`config.mk`:
```
export PLATFORM = sky130hd
export DESIGN_NAME = fmv_flash_cmd_seq
export DESIGN_NICKNAME = d
export VERILOG_FILES = /design/src/fmv_pkg.sv /design/src/fmv_flash_cmd_seq.sv
export SDC_FILE = /design/constraint.sdc
export NUM_CORES = 1
export LEC_CHECK = 0
export ABC_AREA = 1
export BUFFER_PORTS_ARGS = -buffer_cell sky130_fd_sc_hd__buf_4
export CAP_MARGIN = 20
export CORE_MARGIN = 2
export CORE_UTILIZATION = 35
export CTS_CLUSTER_DIAMETER = 50
export DETAILED_ROUTE_END_ITERATION = 12
export PLACE_DENSITY_LB_ADDON = 0.08
export REMOVE_ABC_BUFFERS = 1
export SYNTH_ARGS = -nofsm -noshare
export SYNTH_HDL_FRONTEND = slang
export SYNTH_SLANG_ARGS = --single-unit
```
`constraint.sdc`:
```
create_clock -name sys_clk -period 4.7 [get_ports sys_clk]
set_clock_uncertainty 0.1 [all_clocks]
set_input_delay 0.94 -clock sys_clk [delete_from_list [all_inputs] [get_ports sys_clk]]
set_output_delay 0.94 -clock sys_clk [all_outputs]
set_load 0.02 [all_outputs]
```
`src/fmv_pkg.sv`:
```
// constants, register map and state encoding for the flash margin and verify sequencer
// Summary of operation
// - user margin command 0x0D, block at word zero
// - valid user margin applied, then completion
// - user margin accepts settings 0 to 2
// - margin commands need index 001 at launch
// - command not allowed in mode: access error
// - margin commands: bad block select, access error
// - bad margin setting gives access error
// - field margin 0x0E, special modes only
// - field margin also accepts settings 3, 4
// - valid field margin applied, then completion
// - erase verify 0x10: block, address, count
// - erase verify checks each word erased
// - erase verify needs index 010 at launch
// - erase verify: invalid global address, error
// - erase verify: odd start address, error
// - erase verify: range past block end, error
// - verify errors set flags, never protection
// - program one to four words, then confirm
// - program index outside 010..101 is error
// - interrupt when complete and enable set
package fmv_pkg;
  // register offsets
  localparam logic [3:0]  REG_CONFIG   = 4'h0;
  localparam logic [3:0]  REG_STATUS   = 4'h1;
  localparam logic [3:0]  REG_INDEX    = 4'h2;
  localparam logic [3:0]  REG_PARAM    = 4'h3;
  localparam logic [3:0]  REG_MARGIN   = 4'h4;
  // field positions
  localparam int          CFG_IRQ_EN   = 7;
  localparam int          ST_COMPLETE  = 7;
  localparam int          ST_ACCESS    = 5;
  localparam int          ST_PROTECT   = 4;
  localparam int          ST_VERIFY    = 1;
  localparam int          ST_UNCORR    = 0;
  // reset values
  localparam logic [7:0]  CONFIG_RST   = 8'h00;
  localparam logic [2:0]  INDEX_RST    = 3'h0;
  localparam logic [2:0]  MARGIN_RST   = 3'h0;
  // command codes
  localparam logic [7:0]  CMD_USER_MRG = 8'h0d;
  localparam logic [7:0]  CMD_FLD_MRG  = 8'h0e;
  localparam logic [7:0]  CMD_EV_SECT  = 8'h10;
  localparam logic [7:0]  CMD_PROG_DF  = 8'h11;
  // parameter word indices
  localparam logic [2:0]  IDX_ADDR     = 3'h1;
  localparam logic [2:0]  IDX_COUNT    = 3'h2;
  localparam logic [2:0]  IDX_PROG_MIN = 3'h2;
  localparam logic [2:0]  IDX_PROG_MAX = 3'h5;
  // margin settings
  localparam logic [15:0] MRG_USER_MAX = 16'h0002;
  localparam logic [15:0] MRG_FLD_MAX  = 16'h0004;
  // block selects and data flash size
  localparam logic [6:0]  BLK_PFLASH   = 7'h7f;
  localparam logic [6:0]  BLK_DFLASH   = 7'h10;
  localparam logic [16:0] DF_BYTES     = 17'h02000;
  localparam logic [15:0] ERASED_WORD  = 16'hffff;
  localparam logic [15:0] WORD_STEP    = 16'h0002;

  typedef enum logic [2:0] {
    SQ_IDLE  = 3'h0,
    SQ_CHECK = 3'h1,
    SQ_EV_RD = 3'h2,
    SQ_PG_WR = 3'h3,
    SQ_PG_RD = 3'h4,
    SQ_DONE  = 3'h5
  } fmv_state_t;
endpackage : fmv_pkg
```
`src/fmv_flash_cmd_seq.sv`:
```
// command sequencer for margin level, data flash erase verify and program commands
`timescale 1ns/1ps
module fmv_flash_cmd_seq #(
  parameter logic [6:0]  PF_BLOCK = fmv_pkg::BLK_PFLASH,
  parameter logic [6:0]  DF_BLOCK = fmv_pkg::BLK_DFLASH,
  parameter logic [16:0] DF_SIZE  = fmv_pkg::DF_BYTES
) (
  // clock, reset, enable
  input  wire logic        sys_clk,
  input  wire logic        rst_n,
  input  wire logic        clkEn,
  // register port
  input  wire logic [3:0]  regAddr,
  input  wire logic [15:0] regWdata,
  input  wire logic        regWrStb,
  input  wire logic        regRdStb,
  output logic      [15:0] regRdata,
  // chip mode and protection
  input  wire logic        specialMode,
  input  wire logic        dflashProtected,
  // data flash array port
  output logic             memReq,
  output logic             memWrite,
  output logic      [15:0] memAddr,
  output logic      [15:0] memWdata,
  input  wire logic        memAck,
  input  wire logic [15:0] memRdata,
  input  wire logic        memEccErr,
  input  wire logic        memEccUncorr,
  // margin levels seen by the read path
  output logic      [2:0]  pflashMargin,
  output logic      [2:0]  dflashMargin,
  // command interrupt request
  output logic             cmdIrq
);

  fmv_pkg::fmv_state_t state_q;
  fmv_pkg::fmv_state_t state_d;

  logic [15:0] cmdParam_q [0:5];
  logic [2:0]  paramIdx_q;
  logic [7:0]  config_q;
  logic        cmd_complete_flag_q;
  logic        access_error_flag_q;
  logic        protErr_q;
  logic        verErr_q;
  logic        uncErr_q;
  logic [2:0]  pMargin_q;
  logic [2:0]  dMargin_q;
  logic [15:0] addr_q;
  logic [15:0] count_q;
  logic [2:0]  pgIdx_q;
  logic [15:0] memWdata_q;
  logic [15:0] rdata_q;

  logic        wrStatus;
  logic        launch;
  logic [7:0]  cmdCode;
  logic [6:0]  blkSel;
  logic [15:0] mrgSet;
  logic        isMargin;
  logic        access_error_flag;
  logic        setAcc;
  logic        setProt;
  logic        setVer;
  logic        setUnc;
  logic        applyMargin;
  logic        lastWord;
  logic [16:0] rangeEnd;
  logic [7:0]  statusByte;

  function automatic logic marginBlockOk(input logic [6:0] blk);
    marginBlockOk = (blk == PF_BLOCK) || (blk == DF_BLOCK);
  endfunction : marginBlockOk

  // start plus byte length of n words must stay inside the data flash
  function automatic logic dfRangeOk(input logic [15:0] start, input logic [16:0] bytes);
    logic [17:0] stop;
    stop      = {2'b00, start} + {1'b0, bytes};
    dfRangeOk = (stop <= {1'b0, DF_SIZE});
  endfunction : dfRangeOk

  // global address must land inside the data flash block
  function automatic logic dfGlobalOk(input logic [6:0] blk, input logic [15:0] start);
    dfGlobalOk = (blk == DF_BLOCK) && ({1'b0, start} < DF_SIZE);
  endfunction : dfGlobalOk

  assign wrStatus = regWrStb && (regAddr == fmv_pkg::REG_STATUS);
  // launch only while idle; writing the complete bit while busy is ignored
  assign launch   = wrStatus && regWdata[fmv_pkg::ST_COMPLETE] && cmd_complete_flag_q;

  assign cmdCode  = cmdParam_q[0][15:8];
  assign blkSel   = cmdParam_q[0][6:0];
  assign mrgSet   = cmdParam_q[fmv_pkg::IDX_ADDR];
  assign isMargin = (cmdCode == fmv_pkg::CMD_USER_MRG) || (cmdCode == fmv_pkg::CMD_FLD_MRG);
  assign rangeEnd = {cmdParam_q[fmv_pkg::IDX_COUNT], 1'b0};

  // parameter validation, evaluated in the check state only
  always_comb begin
    access_error_flag = 1'b0;
    case (cmdCode)
      fmv_pkg::CMD_USER_MRG: begin
        if (paramIdx_q != fmv_pkg::IDX_ADDR)
          access_error_flag = 1'b1;
        if (!marginBlockOk(blkSel))
          access_error_flag = 1'b1;
        if (mrgSet > fmv_pkg::MRG_USER_MAX)
          access_error_flag = 1'b1;
      end
      fmv_pkg::CMD_FLD_MRG: begin
        if (!specialMode)
          access_error_flag = 1'b1;
        if (paramIdx_q != fmv_pkg::IDX_ADDR)
          access_error_flag = 1'b1;
        if (!marginBlockOk(blkSel))
          access_error_flag = 1'b1;
        if (mrgSet > fmv_pkg::MRG_FLD_MAX)
          access_error_flag = 1'b1;
      end
      fmv_pkg::CMD_EV_SECT: begin
        if (paramIdx_q != fmv_pkg::IDX_COUNT)
          access_error_flag = 1'b1;
        if (!dfGlobalOk(blkSel, mrgSet))
          access_error_flag = 1'b1;
        if (mrgSet[0])
          access_error_flag = 1'b1;
        if (!dfRangeOk(mrgSet, rangeEnd))
          access_error_flag = 1'b1;
      end
      fmv_pkg::CMD_PROG_DF: begin
        if ((paramIdx_q < fmv_pkg::IDX_PROG_MIN) || (paramIdx_q > fmv_pkg::IDX_PROG_MAX))
          access_error_flag = 1'b1;
        if (!dfGlobalOk(blkSel, mrgSet))
          access_error_flag = 1'b1;
        if (mrgSet[0])
          access_error_flag = 1'b1;
        // words = index - 1, so the byte span is twice that
        if (!dfRangeOk(mrgSet, {13'h0000, paramIdx_q - 3'h1, 1'b0}))
          access_error_flag = 1'b1;
      end
      default: access_error_flag = 1'b1;
    endcase
  end

  assign setAcc      = (state_q == fmv_pkg::SQ_CHECK) && access_error_flag;
  assign setProt     = (state_q == fmv_pkg::SQ_CHECK) && !access_error_flag &&
                       (cmdCode == fmv_pkg::CMD_PROG_DF) && dflashProtected;
  // margin state only moves on a fully validated command
  assign applyMargin = (state_q == fmv_pkg::SQ_CHECK) && !access_error_flag && isMargin;
  assign lastWord    = (pgIdx_q == paramIdx_q);

  // read checks: erased pattern for verify, written value for program
  always_comb begin
    setVer = 1'b0;
    setUnc = 1'b0;
    if (memAck && (state_q == fmv_pkg::SQ_EV_RD)) begin
      setVer = memEccErr || memEccUncorr || (memRdata != fmv_pkg::ERASED_WORD);
      setUnc = memEccUncorr;
    end else if (memAck && (state_q == fmv_pkg::SQ_PG_RD)) begin
      setVer = memEccErr || memEccUncorr || (memRdata != memWdata_q);
      setUnc = memEccUncorr;
    end
  end

  // margin and rejected commands finish after a single check cycle
  always_comb begin
    state_d = state_q;
    case (state_q)
      fmv_pkg::SQ_IDLE: begin
        if (launch)
          state_d = fmv_pkg::SQ_CHECK;
      end
      fmv_pkg::SQ_CHECK: begin
        if (access_error_flag || setProt || isMargin)
          state_d = fmv_pkg::SQ_DONE;
        else if (cmdCode == fmv_pkg::CMD_EV_SECT)
          state_d = (cmdParam_q[fmv_pkg::IDX_COUNT] == 16'h0000) ? fmv_pkg::SQ_DONE : fmv_pkg::SQ_EV_RD;
        else
          state_d = fmv_pkg::SQ_PG_WR;
      end
      fmv_pkg::SQ_EV_RD: begin
        if (memAck && (count_q == 16'h0001))
          state_d = fmv_pkg::SQ_DONE;
      end
      fmv_pkg::SQ_PG_WR: begin
        if (memAck)
          state_d = fmv_pkg::SQ_PG_RD;
      end
      fmv_pkg::SQ_PG_RD: begin
        if (memAck)
          state_d = lastWord ? fmv_pkg::SQ_DONE : fmv_pkg::SQ_PG_WR;
      end
      fmv_pkg::SQ_DONE: state_d = fmv_pkg::SQ_IDLE;
      default:          state_d = fmv_pkg::SQ_IDLE;
    endcase
  end

  always_ff @(posedge sys_clk or negedge rst_n) begin
    if (!rst_n)
      state_q <= fmv_pkg::SQ_IDLE;
    else if (clkEn)
      state_q <= state_d;
  end

  // parameter array and index; frozen while a command runs
  always_ff @(posedge sys_clk or negedge rst_n) begin
    if (!rst_n)
      paramIdx_q <= fmv_pkg::INDEX_RST;
    else if (clkEn && cmd_complete_flag_q && regWrStb && (regAddr == fmv_pkg::REG_INDEX))
      paramIdx_q <= regWdata[2:0];
  end

  // words past the last legal index are dropped, not wrapped
  always_ff @(posedge sys_clk or negedge rst_n) begin
    if (!rst_n) begin
      for (int i = 0; i < 6; i++)
        cmdParam_q[i] <= 16'h0000;
    end else if (clkEn && cmd_complete_flag_q && regWrStb && (regAddr == fmv_pkg::REG_PARAM) &&
                 (paramIdx_q <= fmv_pkg::IDX_PROG_MAX))
      cmdParam_q[paramIdx_q] <= regWdata;
  end

  always_ff @(posedge sys_clk or negedge rst_n) begin
    if (!rst_n)
      config_q <= fmv_pkg::CONFIG_RST;
    else if (clkEn && regWrStb && (regAddr == fmv_pkg::REG_CONFIG))
      config_q <= {regWdata[fmv_pkg::CFG_IRQ_EN], 7'h00};
  end

  // status flags: hardware set beats a same-cycle software clear
  always_ff @(posedge sys_clk or negedge rst_n) begin
    if (!rst_n)
      cmd_complete_flag_q <= 1'b1;
    else if (clkEn) begin
      if (state_q == fmv_pkg::SQ_DONE)
        cmd_complete_flag_q <= 1'b1;
      else if (launch)
        cmd_complete_flag_q <= 1'b0;
    end
  end

  always_ff @(posedge sys_clk or negedge rst_n) begin
    if (!rst_n)
      access_error_flag_q <= 1'b0;
    else if (clkEn) begin
      if (setAcc)
        access_error_flag_q <= 1'b1;
      else if (wrStatus && regWdata[fmv_pkg::ST_ACCESS])
        access_error_flag_q <= 1'b0;
    end
  end

  // erase verify never reaches setProt, so protection stays clear for it
  always_ff @(posedge sys_clk or negedge rst_n) begin
    if (!rst_n)
      protErr_q <= 1'b0;
    else if (clkEn) begin
      if (setProt)
        protErr_q <= 1'b1;
      else if (wrStatus && regWdata[fmv_pkg::ST_PROTECT])
        protErr_q <= 1'b0;
    end
  end

  // verify flags describe the last command only
  always_ff @(posedge sys_clk or negedge rst_n) begin
    if (!rst_n)
      verErr_q <= 1'b0;
    else if (clkEn) begin
      if (setVer)
        verErr_q <= 1'b1;
      else if (launch)
        verErr_q <= 1'b0;
    end
  end

  always_ff @(posedge sys_clk or negedge rst_n) begin
    if (!rst_n)
      uncErr_q <= 1'b0;
    else if (clkEn) begin
      if (setUnc)
        uncErr_q <= 1'b1;
      else if (launch)
        uncErr_q <= 1'b0;
    end
  end

  // margins survive rejected commands untouched
  always_ff @(posedge sys_clk or negedge rst_n) begin
    if (!rst_n)
      pMargin_q <= fmv_pkg::MARGIN_RST;
    else if (clkEn && applyMargin && (blkSel == PF_BLOCK))
      pMargin_q <= mrgSet[2:0];
  end

  always_ff @(posedge sys_clk or negedge rst_n) begin
    if (!rst_n)
      dMargin_q <= fmv_pkg::MARGIN_RST;
    else if (clkEn && applyMargin && (blkSel != PF_BLOCK))
      dMargin_q <= mrgSet[2:0];
  end

  // address walker, word counter and program data
  always_ff @(posedge sys_clk or negedge rst_n) begin
    if (!rst_n)
      addr_q <= 16'h0000;
    else if (clkEn) begin
      if (state_q == fmv_pkg::SQ_CHECK)
        addr_q <= mrgSet;
      else if (memAck && ((state_q == fmv_pkg::SQ_EV_RD) || ((state_q == fmv_pkg::SQ_PG_RD) && !lastWord)))
        addr_q <= 16'(addr_q + fmv_pkg::WORD_STEP);
    end
  end

  always_ff @(posedge sys_clk or negedge rst_n) begin
    if (!rst_n)
      count_q <= 16'h0000;
    else if (clkEn) begin
      if (state_q == fmv_pkg::SQ_CHECK)
        count_q <= cmdParam_q[fmv_pkg::IDX_COUNT];
      else if (memAck && (state_q == fmv_pkg::SQ_EV_RD))
        count_q <= 16'(count_q - 16'h0001);
    end
  end

  // next program word is loaded when the read-back of the previous one is acknowledged
  always_ff @(posedge sys_clk or negedge rst_n) begin
    if (!rst_n) begin
      pgIdx_q    <= 3'h0;
      memWdata_q <= 16'h0000;
    end else if (clkEn) begin
      if (state_q == fmv_pkg::SQ_CHECK) begin
        pgIdx_q    <= fmv_pkg::IDX_PROG_MIN;
        memWdata_q <= cmdParam_q[fmv_pkg::IDX_PROG_MIN];
      end else if (memAck && (state_q == fmv_pkg::SQ_PG_RD) && !lastWord) begin
        pgIdx_q    <= 3'(pgIdx_q + 3'h1);
        memWdata_q <= cmdParam_q[3'(pgIdx_q + 3'h1)];
      end
    end
  end

  // request holds until the array acknowledges
  assign memReq   = (state_q == fmv_pkg::SQ_EV_RD) || (state_q == fmv_pkg::SQ_PG_WR) ||
                    (state_q == fmv_pkg::SQ_PG_RD);
  assign memWrite = (state_q == fmv_pkg::SQ_PG_WR);
  assign memAddr  = addr_q;
  assign memWdata = memWdata_q;

  assign statusByte = {cmd_complete_flag_q, 1'b0, access_error_flag_q, protErr_q, 2'b00, verErr_q, uncErr_q};

  // read data lives one cycle so an idle bus reads as zero
  always_ff @(posedge sys_clk or negedge rst_n) begin
    if (!rst_n)
      rdata_q <= 16'h0000;
    else if (clkEn && regRdStb) begin
      case (regAddr)
        fmv_pkg::REG_CONFIG: rdata_q <= {8'h00, config_q};
        fmv_pkg::REG_STATUS: rdata_q <= {8'h00, statusByte};
        fmv_pkg::REG_INDEX:  rdata_q <= {13'h0000, paramIdx_q};
        fmv_pkg::REG_PARAM:  rdata_q <= (paramIdx_q <= fmv_pkg::IDX_PROG_MAX) ? cmdParam_q[paramIdx_q] : 16'h0000;
        fmv_pkg::REG_MARGIN: rdata_q <= {9'h000, dMargin_q, 1'b0, pMargin_q};
        default:             rdata_q <= 16'h0000;
      endcase
    end else if (clkEn)
      rdata_q <= 16'h0000;
  end

  assign regRdata     = rdata_q;
  assign pflashMargin = pMargin_q;
  assign dflashMargin = dMargin_q;
  assign cmdIrq       = cmd_complete_flag_q && config_q[fmv_pkg::CFG_IRQ_EN];

endmodule : fmv_flash_cmd_seq

```
; Yosys cells after proc, flatten, opt, wreduce, memory -nomap -nowiden
; Index checks and enable logic that the tools add are counted.
; W data, S select, Z words.
[op_classes]
n_eq_ne = 26
muxes = 58
bitwise = 2
magnitude_cmp = 11
addsub = 6
n_reduce_logical = 64
[op_table]
columns = operator, n
row1 = $mux W16, 14
row2 = $bmux W16 S3, 2
row3 = $bwmux W96, 1
row4 = $pmux W16 S5, 1
row5 = $demux W16 S3, 1
row6 = $logic_and A1 B1 Y1, 30
row7 = $mux W3, 10
row8 = $mux W1, 27
row9 = $add A16 B17 Y18, 1
row10 = $le A18 B14 Y1 const B, 1
row11 = $reduce_bool A2 Y1, 9
row12 = $add A16 B4 Y17, 1
row13 = $le A17 B14 Y1 const B, 1
row14 = $add A16 B2 Y16 const B, 1
row15 = $eq A16 B1 Y1 const B, 1
row16 = $eq A8 B4 Y1 const B, 2
row17 = $eq A8 B5 Y1 const B, 2
row18 = $gt A16 B2 Y1 const B, 1
row19 = $gt A16 B3 Y1 const B, 1
row20 = $logic_not A16 Y1, 1
row21 = $lt A16 B14 Y1 const B, 1
row22 = $ne A16 B16 Y1, 1
row23 = $ne A16 B16 Y1 const B, 1
row24 = $reduce_and A2 Y1, 8
row25 = other kinds (30), 48
[word_totals]
out_inout_bits = 57
wordCells = 188
regBits = 181

; Depth between registers and ports, before layout
[logic_depth]
depth_word = 15
depth_mapped = 24
ltp_nobuf = 21

; Least setup slack after synthesis
; OpenSTA, ideal clock, no wires.
[synth_path]
kind = reg-to-reg
startpoint = register paramIdx_q[0]
endpoint = register dMargin_q[2] (netlist: dflashMargin[2])
arrival_time_ns = 3.133
path_buffers = 3
stages_incl_launch_ff = 20
required_time_ns = 4.475
period_less_slack_ns = 3.358
setup_time_ns = 0.125
setup_slack_ns = 1.342
path_cell_list = dfrtp_1 buf_2 inv_2 clkbuf_1 clkbuf_1 ha_1 xor2_1 ha_1 nand3_1 nand3_1 nand3_1 xor2_1 nand3_1 nand2_1 nand2_2 a21oi_4 and3_4 nand2_4 nand2_1 o21ai_1
[synth_via]
elab_chain_len = 12
[synth_rtl]
columns = element, line
row1 = from (decl), fmv_flash_cmd_seq.sv:41  ; logic [2:0] paramIdx_q;
row2 = from (signal assigned), fmv_flash_cmd_seq.sv:208  ; paramIdx_q <= fmv_pkg::INDEX_RST;
row3 = from (signal assigned), fmv_flash_cmd_seq.sv:210  ; paramIdx_q <= regWdata[2:0];
row4 = branches (longest 6 deep; another with $add A16 B4 Y17), n/a
row5 = $pmux W1 S4 *, fmv_flash_cmd_seq.sv:101  ; case (cmdCode)
row6 = $logic_not A1 Y1 *, fmv_flash_cmd_seq.sv:149  ; assign applyMargin = (state_q == fmv_pkg::SQ_CHECK) && !access_error_flag && isMargin;
row7 = $logic_and A1 B1 Y1 * (2 in series), fmv_flash_cmd_seq.sv:149
row8 = $logic_and A1 B1 Y1 * (2 in series), fmv_flash_cmd_seq.sv:299  ; else if (clkEn && applyMargin && (blkSel != PF_BLOCK))
row9 = to (signal assigned), fmv_flash_cmd_seq.sv:298  ; dMargin_q <= fmv_pkg::MARGIN_RST;
row10 = to (signal assigned), fmv_flash_cmd_seq.sv:300  ; dMargin_q <= mrgSet[2:0];
row11 = to (decl), fmv_flash_cmd_seq.sv:49  ; logic [2:0] dMargin_q;
; Every way passes the cells marked *.
; A chain may end at the register's enable or synchronous reset.

; Worst setup path after layout
[layout_path]
startpoint = register cmdParam_q (netlist bit mrgSet[2])
endpoint = register state_q[1]
[layout_via]
elab_chain_len = 14
[layout_rtl]
columns = element, line
row1 = from (decl), fmv_flash_cmd_seq.sv:40  ; logic [15:0] cmdParam_q [0:5];
row2 = "from (signal, indexed assignment)", fmv_flash_cmd_seq.sv:220  ; cmdParam_q[paramIdx_q] <= regWdata;
row3 = branches (longest 5 deep; another with $add A16 B17 Y18), n/a
row4 = $pmux W1 S4 *, fmv_flash_cmd_seq.sv:101
row5 = $logic_not A1 Y1, fmv_flash_cmd_seq.sv:146  ; assign setProt = (state_q == fmv_pkg::SQ_CHECK) && !access_error_flag &&
row6 = $logic_and A1 B1 Y1 (2 in series), fmv_flash_cmd_seq.sv:146
row7 = $logic_and A1 B1 Y1, fmv_flash_cmd_seq.sv:147  ; (cmdCode == fmv_pkg::CMD_PROG_DF) && dflashProtected;
row8 = $logic_or A1 B1 Y1 * (2 in series), fmv_flash_cmd_seq.sv:174  ; if (access_error_flag || setProt || isMargin)
row9 = $mux W3 *, fmv_flash_cmd_seq.sv:174
row10 = $pmux W3 S5 *, fmv_flash_cmd_seq.sv:168  ; case (state_q)
row11 = to (signal assigned), fmv_flash_cmd_seq.sv:200  ; state_q <= fmv_pkg::SQ_IDLE;
row12 = to (signal assigned), fmv_flash_cmd_seq.sv:202  ; state_q <= state_d;
row13 = to (decl), fmv_flash_cmd_seq.sv:37  ; fmv_pkg::fmv_state_t state_q;
; Marked as above.

==> results.ini <==
[setup_path]
critPathKind=flip-flop to flip-flop
crit_path_max_incr_delay_ns=0.61
cp_max_fo=8
regToRegStartpoint=mrgSet[2]$_DFFE_PN0P_
cp-endpoint=state_q[1]$_DFFE_PN0P_
critPathArrivalTime_ns=3.60
crit_chain=inv_1 > fa_1 > inv_1 > nand3_1 > nand2_1 > nand2_1 > nor3_1 > xor2_1 > nand2_1 > nand2_2 > a21oi_4 > nand4_1 > o21bai_1 > nand2_1 > nand2_1
startpoint=mrgSet[2]$_DFFE_PN0P_
start_kind=flip-flop
cpMostUsedCell=nand2_1
endpoint_kind=flip-flop
cp.required_ns=4.99
rr_endpoint=state_q[1]$_DFFE_PN0P_
cp_num_cells=15
critical_path_buf_inv_count=2
crit_family=simple AND/OR/NAND/NOR gates
worst_path_max_delay_cell=dfrtp_1
rr_worst_depth=15
reg2reg_slack_ns=1.39

[final_layout]
layout.nets=1792
fin_util_pct=41.5
multi_input_area_um2=6080
fin_cells=2173
seq_area_um2=4530
diodes=0
drive_gt1_share_pct=12.1
areaGrowthSynthToFinish_pct=16.5
nFillCells=3440

[worst_hold_path]
worstHoldStart=cmdParam_q[11]$_DFFE_PN0P_
hp-class=flip-flop to flip-flop

[floorplan]
die_w_um=186
die_area_um2=34700
rows=66
initial_utilization_pct=35.7
ioPinCount=103
die_y_um=186
core_um2=32600

[clock_network]
clkTransAtPathRegs_ns=0.07
cts.repair.resized=0
cts_sinks=181
postCtsSetupRepairBufs=0
htreeDepth=4
root_buffer=clkbuf_16
clock_path_buffers=2
numCtsBuffers=17
cts_tree=yes
cts_hold_buf=0
clkLatencyLatePin_ns=0.45

[yosys]
syn_avg_cell_area_um2=7.05
yosysSeqAreaShare_pct=38.9
synth.distinct_cells=59
yosysWarnings=0
synth_edf_count=0
synth_area_um2=11600
yosys_register_bits=181
synthCells=1649
synth_ff_type=dfrtp_1
async_reset_ff_share_pct=100

[detailed_routing]
drt_wl_total_um=43900
drt-initial-drc-count=1026
dr.pass1.iters=6
via_per_inst=5.37
ant_nets=0
wl_per_cell_um=20.2
vias=11665
drc=0

[grt]
antenna_found_initial=1
grt_max_degree=107
first_global_vias=11018
grt_first_pass_wirelength_um=67200
grt_overflow=0
grtUsageTotal_pct=25.3

[placement]
port_buffers=102
place.gp.congestion=0.948
dp_slack_ns=1.19
dp.cells=2136
dp_hpwl_um=32200

[outcome]
status=complete, no violations

[timing]
worst_slew_pin_slew_ns=1.18
finalHoldViolCount=0
rsz0062_at_grt=no
drv_slew=0
setup_viol=0
setup_slack_ns=1.39
fin_crit_ns=3.31
fin_crit_sh_pct=70.4
max_freq_ghz=0.302
tns_ns=0
whs_ns=0.384
slew_headroom_pct=21.0

[power]
ir_worst_vdd_v=0.000246
cellPowerDensity_nw_per_um2=262
p_leak_nw=6.23

[run]
drv_cap=0

[worst min path at each step]
stage	to	slack (ns)	depth (start not counted)
floorplan	cmdParam_q[11]$_DFFE_PN0P_	0.35	2
global placement	cmdParam_q[6]$_DFFE_PN0P_	0.37	2
detailed placement	cmdParam_q[6]$_DFFE_PN0P_	0.37	2
CTS	cmdParam_q[11]$_DFFE_PN0P_	0.39	2
global route	cmd_complete_flag_q$_DFFE_PN1P_	0.43	2
finish	cmdParam_q[11]$_DFFE_PN0P_	0.38	2
[power by group]
group | total (W) | switching (W) | internal, W
clock | 0.00160 | 0.000686 | 0.000914
combinational | 0.000343 | 0.000230 | 0.000113
sequential | 0.00161 | 0.0000262 | 0.00158
total | 0.00355 | 0.000942 | 0.00261
[layout by cell type (no fill, tap or decap), types with 23 or more instances in the layout]
cell     Yosys  routed
nand2_1    410     409
o21ai_0    199     199
dfrtp_1    180     178
inv_1      175     175
nor2_1     160     160
buf_4        3     117
a21oi_1     89      89
o21ai_1     66      66
nand3_1     62      62
ha_1        26      26
nand4_1     23      23
[synthesized netlist by cell type (all sizes together), types with 7 or more instances]
library cell / count / share of area (%)
o21ai: 265 / 11
o2111ai: 7 / 0.53
nand4: 23 / 1.2
o211ai: 8 / 0.52
xnor2: 7 / 0.59
xor2: 19 / 1.4
nor3: 24 / 1.2
dfrtp: 180 / 39
o22ai: 9 / 0.48
buf: 33 / 1.5
a21oi: 93 / 4.2
a31oi: 15 / 0.81
nand3: 64 / 2.8
nor2: 169 / 5.8
nand2: 420 / 14
inv: 183 / 5.9
clkbuf: 41 / 1.3
ha: 26 / 2.8
a221oi: 9 / 0.68
[state kept, by name, indices dropped and copies added, names as in the netlist]
signal / flops
protErr_q: 1
paramIdx_q: 3
cmd_complete_flag_q: 1
cmdParam_q: 65
access_error_flag_q: 1
uncErr_q: 1
dflashMargin: 3
pgIdx_q: 3
cmdCode: 8
memAddr: 16
regRdata: 16
state_q: 3
verErr_q: 1
memWdata: 16
blkSel: 7
count_q: 16
pflashMargin: 3
mrgSet: 16
config_q: 1
[cells by family (layout without fill, tap and decap cells)]
group	count (synthesis)	after routing	share of synthesized area (%)
adder cells (fa/ha/maj)	28	28	3.14
multiplexers	2	2	0.172
XOR/XNOR	26	26	2.02
AO/OA/AOI/OAI	433	433	20.6
flip-flops	181	181	38.9
AND/OR/NAND/NOR	719	719	26.3
buffers and inverters	260	342	8.82
[routing by layer]
| layer | share of wire (%) | track usage (%) |
|---|---|---|
| met1 | 46 | 34.9 |
| met2 | 44 | 39.3 |
| met3 | 6.7 | 4.98 |
| met4 | 3.3 | 9.38 |
| met5 | 0 | 0 |
[stage by stage]
step	area (um^2)	total power [W]
global placement	12800	0.00198
finish	13600	0.00355
detailed placement	12800	0.00198
global route	13600	0.00369
floorplan	11300	0.00180
CTS	13400	0.00359
[worst min-delay path, stage by stage (launching register included)]
cell and delay [ns]:
dfrtp_1 0.34, nand2_1 0.05, o21ai_0 0.06
[layout make-up]
cell class	count	area share, %
multi-input cells	1208	44.9
flip-flops and latches	181	33.5
repair buffers	124	7.75
inverters	186	5.15
well taps	442	4.08
clock buffers	18	3.24
clock inverters	14	1.47
(Power assumes the default switching activity.)
